===== src/logic/cgen_cfg.svh =====
`ifndef CGEN_CFG_SVH
`define CGEN_CFG_SVH

// ==========
// register byte offsets
`define CG_OFS_OUT0 8'h00
`define CG_OUT_SPAN 8'h10
`define CG_OFS_MISC 8'h10
`define CG_OFS_SYN2 8'h14
`define CG_OFS_SYN3 8'h18
`define CG_OFS_SYN1 8'h20
`define CG_SYN1_SPAN 8'h20
`define CG_OFS_STATUS 8'h40

// ==========
// output word fields
`define CG_DIV0_LSB 0
`define CG_DIV1_LSB 8
`define CG_FS_LSB 16
`define CG_DUTY_LSB 20
`define CG_DRIVE_LSB 22
`define CG_OUT_MASK 32'h00F7_7F7F

// ==========
// misc word fields
`define CG_AUXDIV_LSB 0
`define CG_XBUF_OE_BIT 2
`define CG_PDN_FN_BIT 3
`define CG_AUX_DUTY_LSB 4
`define CG_AUX_DRIVE_LSB 6
`define CG_XBUF_DUTY_LSB 8
`define CG_XBUF_DRIVE_LSB 10
`define CG_LOAD_LSB 16
`define CG_GAIN_LSB 24
`define CG_MISC_MASK 32'h033F_0FFF

// ==========
// synthesizer word fields
`define CG_Q_LSB 0
`define CG_P_LSB 8
`define CG_P0_BIT 18
`define CG_LF_LSB 19
`define CG_EN_BIT 22
`define CG_BANK_BIT 23
`define CG_SYN1_MASK 32'h00FF_FFFF
`define CG_SYN23_MASK 32'h007F_FFFF
`define CG_P_OFFSET 12'h003
`define CG_Q_OFFSET 9'h002

// ==========
// status word fields
`define CG_ST_ROW_LSB 0
`define CG_ST_BANK_LSB 3
`define CG_ST_SD_BIT 5
`define CG_ST_OE_LSB 6
`define CG_ST_RUN_LSB 12

// ==========
// decodes and answers
`define CG_AUX_OFF 2'h0
`define CG_AUX_D4 2'h1
`define CG_AUX_D2 2'h2
`define CG_DIV_BY4 7'h04
`define CG_DIV_BY2 7'h02
`define CG_DIV_BY3 7'h03
`define CG_FS_SYN1 2'h1
`define CG_FS_SYN2 2'h2
`define CG_FS_REFGRP 2'h0
`define CG_RESP_OKAY 2'h0
`define CG_RESP_SLVERR 2'h2

`endif


===== src/logic/cgen_pkg.sv =====
package cgen_pkg;
    typedef logic [31:0] cgen_word_t;

    typedef struct packed {
        logic src_prev;
        logic [6:0] cnt;
        logic lvl;
        logic wrap;
    } cgen_div_s;

    typedef struct packed {
        logic [3:0][31:0] out_w;
        logic [31:0] misc_w;
        logic [1:0][31:0] syn23_w;
        logic [7:0][31:0] syn1_w;
        logic aw_got;
        logic [7:0] aw_addr;
        logic w_got;
        logic [31:0] w_data;
        logic [3:0] w_strb;
        logic bvalid;
        logic [1:0] bresp;
        logic rvalid;
        logic [31:0] rdata;
        logic [1:0] rresp;
        logic strap_done;
        logic [1:0] strap;
        logic [1:0] bank_app;
        logic [5:0] oe;
        logic xbuf_lvl;
        logic [2:0] syn_run;
        logic [2:0][11:0] mt;
        logic [2:0][8:0] qt;
        logic [2:0][2:0] lf;
        logic osc_run;
    } cgen_main_s;
endpackage : cgen_pkg


===== src/logic/cgen_div_if.sv =====
`timescale 1ns/1ps
interface cgen_div_if;
    logic src;
    logic run;
    logic [6:0] div;
    logic clk_lvl;
    logic wrap;
    modport ctrl (output src, output run, output div, input clk_lvl, input wrap);
    modport unit (input src, input run, input div, output clk_lvl, output wrap);
endinterface : cgen_div_if


===== src/logic/cgen_top.sv =====
`timescale 1ns/1ps
`include "cgen_cfg.svh"

// Overview of operation
// main outputs divide source by 1..127
// odd ratios keep 50 percent duty
// divisor zero stops divider, output tristated
// bank bit picks A/B divisor register
// aux divider: off, /4, /2, /3
// source select code picks reference or synthesizer
// buffered reference driven only when enabled
// pin: shutdown or output enable by function
// duty trim passed to pad predrivers
// drive trim passed to pad drivers
// totals: 2(P+3)+lsb over Q+2
// programmer picks loop filter by multiplier
// disabled synthesizer 2/3 outputs get divisor zero
// synthesizer 1 off turns dependent outputs off
// load trim passed; zero for external reference
// programmer sets gain for external reference
// programmer sets gain for crystal
// reserved bits written zero, read zero
// divisor writes act at once, unsynchronised
// each byte takes effect when accepted
// programmer updates inactive set then switches
// register bus works during shutdown
// select-pin divisor switch is glitch free
// select pins 1,0 latched after reset
module cgen_top
    import cgen_pkg::*;
(
    // clock and reset
    input wire logic aclk,
    input wire logic aresetn,
    // axi4-lite write address
    input wire logic [7:0] s_axi_awaddr,
    input wire logic [2:0] s_axi_awprot,
    input wire logic s_axi_awvalid,
    output logic s_axi_awready,
    // axi4-lite write data
    input wire logic [31:0] s_axi_wdata,
    input wire logic [3:0] s_axi_wstrb,
    input wire logic s_axi_wvalid,
    output logic s_axi_wready,
    // axi4-lite write response
    output logic [1:0] s_axi_bresp,
    output logic s_axi_bvalid,
    input wire logic s_axi_bready,
    // axi4-lite read address
    input wire logic [7:0] s_axi_araddr,
    input wire logic [2:0] s_axi_arprot,
    input wire logic s_axi_arvalid,
    output logic s_axi_arready,
    // axi4-lite read data
    output logic [31:0] s_axi_rdata,
    output logic [1:0] s_axi_rresp,
    output logic s_axi_rvalid,
    input wire logic s_axi_rready,
    // select and shutdown pins
    input wire logic freq_select_2,
    input wire logic freq_select_1,
    input wire logic freq_select_0,
    input wire logic shutdown_oe_pin,
    // clock sources, as sampled levels
    input wire logic ref_clk_lvl,
    input wire logic synthesizer_1_lvl,
    input wire logic synthesizer_2_lvl,
    input wire logic synthesizer_3_lvl,
    // clock outputs: 0..3 output_a..d, 4 aux_output, 5 buffered reference
    output logic [5:0] clk_out,
    output logic [5:0] clk_oe,
    output logic [5:0][1:0] duty_trim,
    output logic [5:0][1:0] drive_trim,
    // synthesizer and oscillator controls
    output logic [2:0] synth_run,
    output logic [2:0][11:0] mult_total,
    output logic [2:0][8:0] div_total,
    output logic [2:0][2:0] loop_filter_select,
    output logic [5:0] crystal_load_trim,
    output logic [1:0] oscillator_gain,
    output logic osc_run
);
    localparam int N_MAIN = 4;
    localparam int N_DIV = 5;

    cgen_main_s st_r;
    cgen_main_s st_nxt;

    logic [N_DIV-1:0] div_src;
    logic [N_DIV-1:0] div_run;
    logic [N_DIV-1:0][6:0] div_val;
    logic [N_DIV-1:0] div_lvl;
    logic [N_DIV-1:0] div_wrap;

    cgen_div_if dif[N_DIV] ();

    genvar g;
    generate
        for (g = 0; g < N_DIV; g++) begin : g_div
            assign dif[g].src = div_src[g];
            assign dif[g].run = div_run[g];
            assign dif[g].div = div_val[g];
            assign div_lvl[g] = dif[g].clk_lvl;
            assign div_wrap[g] = dif[g].wrap;
            cgen_out_div u_div (
                .aclk(aclk),
                .aresetn(aresetn),
                .dif(dif[g])
            );
        end
    endgenerate

    // ==========
    // helpers
    function automatic cgen_word_t cg_merge(input cgen_word_t old, input cgen_word_t d,
                                            input logic [3:0] s, input cgen_word_t m);
        cgen_word_t r;
        r = old;
        for (int b = 0; b < 4; b++) begin
            if (s[b]) begin
                r[8*b +: 8] = d[8*b +: 8];
            end
        end
        return r & m;
    endfunction : cg_merge

    // reserved code 001 yields no source
    function automatic logic cg_src(input logic [2:0] fs, input logic r, input logic s1,
                                    input logic s2, input logic s3);
        logic v;
        unique case (fs[2:1])
            `CG_FS_REFGRP: v = r & ~fs[0];
            `CG_FS_SYN1: v = s1 ^ fs[0];
            `CG_FS_SYN2: v = s2 ^ fs[0];
            default: v = s3 ^ fs[0];
        endcase
        return v;
    endfunction : cg_src

    // ==========
    // combinational next state
    logic aw_hs;
    logic w_hs;
    logic ar_hs;
    logic have_aw;
    logic have_w;
    logic [7:0] wa;
    logic [31:0] wd;
    logic [3:0] ws;
    logic [2:0] row;
    cgen_word_t syn1;
    cgen_word_t sw;
    logic syn1_en;
    logic full_sd;
    logic pin_on;
    logic [2:0] fs;
    logic [6:0] dv;
    logic [11:0] pp;
    logic [1:0] wresp;
    logic [1:0] rresp;
    cgen_word_t rd;

    assign s_axi_awready = !st_r.aw_got && !st_r.bvalid;
    assign s_axi_wready = !st_r.w_got && !st_r.bvalid;
    assign s_axi_arready = !st_r.rvalid;

    always_comb begin
        st_nxt = st_r;
        aw_hs = s_axi_awvalid && s_axi_awready;
        w_hs = s_axi_wvalid && s_axi_wready;
        ar_hs = s_axi_arvalid && s_axi_arready;
        have_aw = st_r.aw_got || aw_hs;
        have_w = st_r.w_got || w_hs;
        wa = st_r.aw_got ? st_r.aw_addr : s_axi_awaddr;
        wd = st_r.w_got ? st_r.w_data : s_axi_wdata;
        ws = st_r.w_got ? st_r.w_strb : s_axi_wstrb;
        wresp = `CG_RESP_OKAY;
        rresp = `CG_RESP_OKAY;
        rd = '0;

        // select pins 1 and 0 are caught once after reset
        if (!st_r.strap_done) begin
            st_nxt.strap = {freq_select_1, freq_select_0};
            st_nxt.strap_done = 1'b1;
        end
        row = {freq_select_2, st_r.strap};
        syn1 = st_r.syn1_w[row];
        syn1_en = syn1[`CG_EN_BIT];
        full_sd = st_r.misc_w[`CG_PDN_FN_BIT] && !shutdown_oe_pin;
        pin_on = shutdown_oe_pin;

        // main outputs
        for (int i = 0; i < N_MAIN; i++) begin
            fs = st_r.out_w[i][`CG_FS_LSB +: 3];
            if (i < 2 && st_r.bank_app[i]) begin
                dv = st_r.out_w[i][`CG_DIV1_LSB +: 7];
            end else begin
                dv = st_r.out_w[i][`CG_DIV0_LSB +: 7];
            end
            div_val[i] = dv;
            div_src[i] = cg_src(fs, ref_clk_lvl, synthesizer_1_lvl, synthesizer_2_lvl,
                                synthesizer_3_lvl);
            div_run[i] = !full_sd && !(fs[2:1] == `CG_FS_SYN1 && !syn1_en);
            st_nxt.oe[i] = div_run[i] && pin_on && dv != 7'h00;
            duty_trim[i] = st_r.out_w[i][`CG_DUTY_LSB +: 2];
            drive_trim[i] = st_r.out_w[i][`CG_DRIVE_LSB +: 2];
        end

        // bank change from the select pins waits for a period end of its output, or applies at once while that output is off
        for (int i = 0; i < 2; i++) begin
            if (div_wrap[i] || !st_r.oe[i]) begin
                st_nxt.bank_app[i] = syn1[`CG_BANK_BIT];
            end
        end

        // aux output from synthesizer 1 zero phase
        unique case (st_r.misc_w[`CG_AUXDIV_LSB +: 2])
            `CG_AUX_OFF: div_val[4] = 7'h00;
            `CG_AUX_D4: div_val[4] = `CG_DIV_BY4;
            `CG_AUX_D2: div_val[4] = `CG_DIV_BY2;
            default: div_val[4] = `CG_DIV_BY3;
        endcase
        div_src[4] = synthesizer_1_lvl;
        div_run[4] = !full_sd && syn1_en;
        st_nxt.oe[4] = div_run[4] && pin_on && div_val[4] != 7'h00;
        duty_trim[4] = st_r.misc_w[`CG_AUX_DUTY_LSB +: 2];
        drive_trim[4] = st_r.misc_w[`CG_AUX_DRIVE_LSB +: 2];

        // buffered reference
        st_nxt.xbuf_lvl = ref_clk_lvl && !full_sd;
        st_nxt.oe[5] = st_r.misc_w[`CG_XBUF_OE_BIT] && pin_on && !full_sd;
        duty_trim[5] = st_r.misc_w[`CG_XBUF_DUTY_LSB +: 2];
        drive_trim[5] = st_r.misc_w[`CG_XBUF_DRIVE_LSB +: 2];

        // synthesizer controls; settings follow each accepted byte at once
        for (int k = 0; k < 3; k++) begin
            sw = (k == 0) ? syn1 : st_r.syn23_w[k-1];
            pp = {2'h0, sw[`CG_P_LSB +: 10]} + `CG_P_OFFSET;
            st_nxt.mt[k] = {pp[10:0], 1'b0} + {11'h000, sw[`CG_P0_BIT]};
            st_nxt.qt[k] = {1'b0, sw[`CG_Q_LSB +: 8]} + `CG_Q_OFFSET;
            st_nxt.lf[k] = sw[`CG_LF_LSB +: 3];
            // outputs on a stopped synthesizer 2/3 rely on the divisor being zero
            st_nxt.syn_run[k] = sw[`CG_EN_BIT] && !full_sd;
        end
        st_nxt.osc_run = !full_sd;

        // ==========
        // register write: bus stays live whatever the shutdown pin does
        if (aw_hs) begin
            st_nxt.aw_got = 1'b1;
            st_nxt.aw_addr = s_axi_awaddr;
        end
        if (w_hs) begin
            st_nxt.w_got = 1'b1;
            st_nxt.w_data = s_axi_wdata;
            st_nxt.w_strb = s_axi_wstrb;
        end
        if (st_r.bvalid && s_axi_bready) begin
            st_nxt.bvalid = 1'b0;
        end
        if (have_aw && have_w) begin
            if (wa >= `CG_OFS_OUT0 && wa < `CG_OFS_OUT0 + `CG_OUT_SPAN) begin
                st_nxt.out_w[wa[3:2]] = cg_merge(st_r.out_w[wa[3:2]], wd, ws,
                                                 `CG_OUT_MASK);
            end else if (wa[7:2] == `CG_OFS_MISC >> 2) begin
                st_nxt.misc_w = cg_merge(st_r.misc_w, wd, ws, `CG_MISC_MASK);
            end else if (wa[7:2] == `CG_OFS_SYN2 >> 2) begin
                st_nxt.syn23_w[0] = cg_merge(st_r.syn23_w[0], wd, ws, `CG_SYN23_MASK);
            end else if (wa[7:2] == `CG_OFS_SYN3 >> 2) begin
                st_nxt.syn23_w[1] = cg_merge(st_r.syn23_w[1], wd, ws, `CG_SYN23_MASK);
            end else if (wa >= `CG_OFS_SYN1 && wa < `CG_OFS_SYN1 + `CG_SYN1_SPAN) begin
                st_nxt.syn1_w[wa[4:2]] = cg_merge(st_r.syn1_w[wa[4:2]], wd, ws,
                                                  `CG_SYN1_MASK);
            end else if (wa[7:2] != `CG_OFS_STATUS >> 2) begin
                wresp = `CG_RESP_SLVERR;
            end
            st_nxt.aw_got = 1'b0;
            st_nxt.w_got = 1'b0;
            st_nxt.bvalid = 1'b1;
            st_nxt.bresp = wresp;
        end

        // ==========
        // register read
        if (st_r.rvalid && s_axi_rready) begin
            st_nxt.rvalid = 1'b0;
        end
        if (ar_hs) begin
            if (s_axi_araddr >= `CG_OFS_OUT0 && s_axi_araddr < `CG_OFS_OUT0 + `CG_OUT_SPAN) begin
                rd = st_r.out_w[s_axi_araddr[3:2]];
            end else if (s_axi_araddr[7:2] == `CG_OFS_MISC >> 2) begin
                rd = st_r.misc_w;
            end else if (s_axi_araddr[7:2] == `CG_OFS_SYN2 >> 2) begin
                rd = st_r.syn23_w[0];
            end else if (s_axi_araddr[7:2] == `CG_OFS_SYN3 >> 2) begin
                rd = st_r.syn23_w[1];
            end else if (s_axi_araddr >= `CG_OFS_SYN1
                         && s_axi_araddr < `CG_OFS_SYN1 + `CG_SYN1_SPAN) begin
                rd = st_r.syn1_w[s_axi_araddr[4:2]];
            end else if (s_axi_araddr[7:2] == `CG_OFS_STATUS >> 2) begin
                rd[`CG_ST_ROW_LSB +: 3] = row;
                rd[`CG_ST_BANK_LSB +: 2] = st_r.bank_app;
                rd[`CG_ST_SD_BIT] = full_sd;
                rd[`CG_ST_OE_LSB +: 6] = st_r.oe;
                rd[`CG_ST_RUN_LSB +: 3] = st_r.syn_run;
            end else begin
                rresp = `CG_RESP_SLVERR;
            end
            st_nxt.rvalid = 1'b1;
            st_nxt.rdata = rd;
            st_nxt.rresp = rresp;
        end
    end

    // ==========
    // state register; all zero matches a blank device with outputs off
    always_ff @(posedge aclk) begin
        if (!aresetn) begin
            st_r <= '0;
        end else begin
            st_r <= st_nxt;
        end
    end

    // ==========
    // outputs
    assign s_axi_bvalid = st_r.bvalid;
    assign s_axi_bresp = st_r.bresp;
    assign s_axi_rvalid = st_r.rvalid;
    assign s_axi_rdata = st_r.rdata;
    assign s_axi_rresp = st_r.rresp;
    assign clk_out = {st_r.xbuf_lvl, div_lvl};
    assign clk_oe = st_r.oe;
    assign synth_run = st_r.syn_run;
    assign mult_total = st_r.mt;
    assign div_total = st_r.qt;
    assign loop_filter_select = st_r.lf;
    assign crystal_load_trim = st_r.misc_w[`CG_LOAD_LSB +: 6];
    assign oscillator_gain = st_r.misc_w[`CG_GAIN_LSB +: 2];
    assign osc_run = st_r.osc_run;
endmodule : cgen_top


===== src/logic/cgen_out_div.sv =====
`timescale 1ns/1ps
module cgen_out_div
    import cgen_pkg::*;
(
    // clock and reset
    input wire logic aclk,
    input wire logic aresetn,
    // divider channel
    cgen_div_if.unit dif
);
    cgen_div_s st_r;
    cgen_div_s st_nxt;

    // counting both source edges and toggling every div edges gives 50% duty
    // even for odd ratios
    always_comb begin
        st_nxt = st_r;
        st_nxt.wrap = 1'b0;
        st_nxt.src_prev = dif.src;
        if (!dif.run || dif.div == 7'h00) begin
            st_nxt.cnt = 7'h00;
            st_nxt.lvl = 1'b0;
        end else if (dif.src != st_r.src_prev) begin
            // >= so a live shrink of div cannot run the count away
            if ({1'b0, st_r.cnt} + 8'h01 >= {1'b0, dif.div}) begin
                st_nxt.cnt = 7'h00;
                st_nxt.lvl = ~st_r.lvl;
                st_nxt.wrap = st_r.lvl;
            end else begin
                st_nxt.cnt = st_r.cnt + 7'h01;
            end
        end
    end

    always_ff @(posedge aclk) begin
        if (!aresetn) begin
            st_r <= '0;
        end else begin
            st_r <= st_nxt;
        end
    end

    assign dif.clk_lvl = st_r.lvl;
    assign dif.wrap = st_r.wrap;
endmodule : cgen_out_div


===== config.mk =====
export PLATFORM = sky130hd
export DESIGN_NAME = cgen_top
export DESIGN_NICKNAME = d
export VERILOG_FILES = /design/src/logic/cgen_pkg.sv /design/src/logic/cgen_div_if.sv /design/src/logic/cgen_top.sv /design/src/logic/cgen_out_div.sv
export VERILOG_INCLUDE_DIRS = /design/src /design/src/logic
export SDC_FILE = /design/constraint.sdc
export NUM_CORES = 1
export LEC_CHECK = 0
export ABC_AREA = 1
export BUFFER_PORTS_ARGS = -buffer_cell sky130_fd_sc_hd__clkbuf_2
export CAP_MARGIN = 20
export CORE_MARGIN = 3
export CORE_UTILIZATION = 50
export CTS_BUF_LIST = sky130_fd_sc_hd__clkbuf_2
export DETAILED_ROUTE_END_ITERATION = 12
export PLACE_DENSITY_LB_ADDON = 0.08
export SLEW_MARGIN = 30
export SYNTH_ARGS = -nofsm -noshare
export SYNTH_HDL_FRONTEND = slang
export SYNTH_SLANG_ARGS = --single-unit

===== constraint.sdc =====
create_clock -name aclk -period 2.8 [get_ports aclk]
set_clock_uncertainty 0.1 [all_clocks]
set_input_delay 0.28 -clock aclk [delete_from_list [all_inputs] [get_ports aclk]]
set_output_delay 0.28 -clock aclk [all_outputs]
set_load 0.05 [all_outputs]

==> out/results.txt <==
Area Growth Syn to Fin: 14.9%
worst-skew pair later-pin latency: 1360 ps
max-cap violations: 0
FF-to-FF setup slack: 90 ps
Buf/Inv on CP: 6
reg2reg start: row[1]
final hold vios: 0
peak supply drop: 0.000423 V
endpoint class of the critical path: flop
first-pass GRT wire length: 186 mm
Reg power frac: 43.2%
Setup crit start: s_axi_araddr[7]
clock share of power: 31.5%
switching share of total power: 38.5%
P_int: 11800 uW
Die ar.: 65200 sq um
CP peak stage delay: 640 ps
status: complete, but fails checks
leakage: 0.0169 uW
final setup margin: -16.8 ps
post-synth top area cell: dfxtp_1
Worst EP arrival: 3990 ps
# DRC: 0
clock buffer depth: 3
clock slew at reported path FFs: 100 ps
GRT Overall Usage: 36.9%
relative slew slack: 21.6%
pwr dens: 535 nW/um^2
cell count after placement: 5646
commonest non-fill, non-tap cell in the layout: nand2_1
Worst Setup EP: s_axi_rdata[2]
initial antenna violation count: 6
DR WL/cell: 20.5 um
Post-Place Worst Slack: 179 ps
Yosys top cell area share: 35.1%
Syn Area/Cell: 6.38 sq um
Comb power frac: 25.3%
failing checks: setup timing
commonest cells after routing, fill and taps aside: nand2_1 (1052), inv_1 (720), a21oi_1 (597)
Synth area leaders: dfxtp_1 (35%), nand2_1 (13%), a21oi_1 (9.6%), inv_1 (8.7%), nand3_1 (6.6%)
setup tns final: -31.3 ps
Sink Count: 545
Final Max Slew Viols: 0
final number of setup-violating endpoints: 2
Final period util: 101%
initial drt markers: 4447
Critical Path Most Common Cell: dlygate4sd3_1
Register-to-Register Path Depth: 9
I/O Buffers: 209
cell family with most CP delay: buffers and inverters
GPL Wtd Cong: 0.963
FF+latch count, synth: 545
Root Buffer: clkbuf_2
CP Launch Type: input port
Starting Density: 51.1%
Hold WC Path Type: in -> reg
Total Power: 19100 uW
chip height: 255 um
Avg Vias per Cell: 5.58
Worst Path Class, Setup: in -> reg
net switching power: 7360 uW
Crit. path cell count: 14
layout cells sized above 1: 12.9%
post-synthesis cell count: 4876
post-DP HPWL: 79.1 mm
Post-layout nets: 5304
Tmin final: 2820 ps
grt ovf: 0
pin count of the biggest net entering global routing: 196
Num CTS Buffers: 154
Antenna Nets Post-Route: 0
Synthesis Warnings: 0
WL final: 126 mm
Crit path required time: 3980 ps
Core Rows: 90
H-tree Lvls: 4
Worst-Margin Slew: 1180 ps
TritonCTS clock tree: built
IO Count: 234
slowest library cell on the worst path: dlygate4sd3_1
core area: 60900 sq um
Final Instance Count excl. Fillers: 6120
Die Wd: 255 um
vias in the first global route: 30958
CP cell instances: dlygate4sd3_1, clkbuf_2, dlygate4sd3_1, nor2_1, dlygate4sd3_1, nand3_1, dlygate4sd3_1, clkinvlp_4, a21oi_1, nand2_1, nand2_1, nand3_1, nand2_1, a21oi_1
Vias: 34131
Unique masters post-synth: 45
crit-path max FO: 11
sequential share of the synthesized area: 35.1%
f_max: 0.355 GHz
Synth Cell Area: 31100 sq um
Pre-Repair DR Iteration Count: 6
worst reg2reg endpoint: clk_oe[2]
[registers in the layout, summed over array words and instances (netlist names), 14 cells and up]
| name | flops |
|---|---|
| st_r | 308 |
| dif.div | 14 |
| sw | 23 |
| s_axi_rdata | 26 |
| div_total | 27 |
| mult_total | 36 |
| g_div.u_div.st_r | 40 |
[what timing repair did]
item,in CTS,in global routing
resized for setup,1,11
hold endpoints to repair,545,0
setup buffers,0,4
setup endpoints to repair,1,26
hold buffers,199,0
[power by group through the flow]
stage               Clock [uW]  Sequential [uW]  Combinational, uW
floorplan                    0             8340               2820
global placement             0             8420               4260
detailed placement           0             8420               4280
CTS                       6100             8240               4590
global route              6520             8280               5080
finish                    6020             8260               4830
[cell families after synthesis]
| kind of cell | synth area share [%] |
|---|---|
| DFF | 35.1 |
| and+or+nand+nor | 27.4 |
| other | 0.0121 |
| xor gates and xnor gates | 0.760 |
| adders and majority gates | 2.17 |
| buffers and inverters | 16.6 |
| AOI/OAI and AO/OA | 18.0 |
[metrics by stage]
step | utilization (%) | area (sq um) | hold slack, ps
floorplan | - | 31100 | 208
global placement | 53.0 | 32300 | 332
detailed placement | 53.0 | 32300 | 337
CTS | 58.5 | 35600 | 1.76
global route | 58.6 | 35700 | 113
finish | 58.7 | 35700 | 171
[area by class of cell]
class,instances,area (sq um)
repair buffers,550,4460
flip-flops and latches,545,10900
inverters,751,2840
multi-input cells,3175,15100
well taps,828,1040
clock buffers,230,1150
diodes,9,22.5
fillers,5950,25200
clock inverters,32,198
[synth_stat cells (all sizes together)]
master	number
o22ai	16
nor2	447
and2	2
a22oi	3
xnor2	3
o21ai	361
xor2	24
o2111ai	33
conb	1
a21oi	597
ha	54
clkbuf	118
a41oi	6
nor3	30
o221ai	1
inv	747
clkinv	4
o211ai	27
a31oi	8
or2	7
nor4	11
buf	294
nand4	40
a21boi	1
o21a	7
nand2	1069
nand3	413
nand3b	7
dfxtp	545
[per-layer routing]
metal | track usage, % | routed length (um) | part of all wire, %
met3 | 9.69 | 15800 | 13
met1 | 47.1 | 48500 | 39
met2 | 55.6 | 53300 | 42
met4 | 22.6 | 7950 | 6.3
met5 | 0 | 0 | 0
[how the worst min path moves through the flow]
stage,from,endpoint,cells after the start,slack (ps)
after floorplan,aresetn,st_r[87],0,210
after global placement,g_div[4].u_div.st_r[6],g_div[4].u_div.st_r[6],2,330
after detailed placement,g_div[4].u_div.st_r[7],g_div[4].u_div.st_r[7],2,340
after CTS,s_axi_araddr[5],s_axi_rdata[23],7,2
after global routing,freq_select_2,loop_filter_select[2],6,110
final,freq_select_2,mult_total[4],5,170
[worst reg2reg max path, delay by kind of cell (launching register included)]
kind                   cells  cell delay, ps
DFF                        1             350
AOI/OAI and AO/OA          3             650
buffers and inverters      4            1250
and+or+nand+nor            2             280
Power figures use the tool's default switching activity.
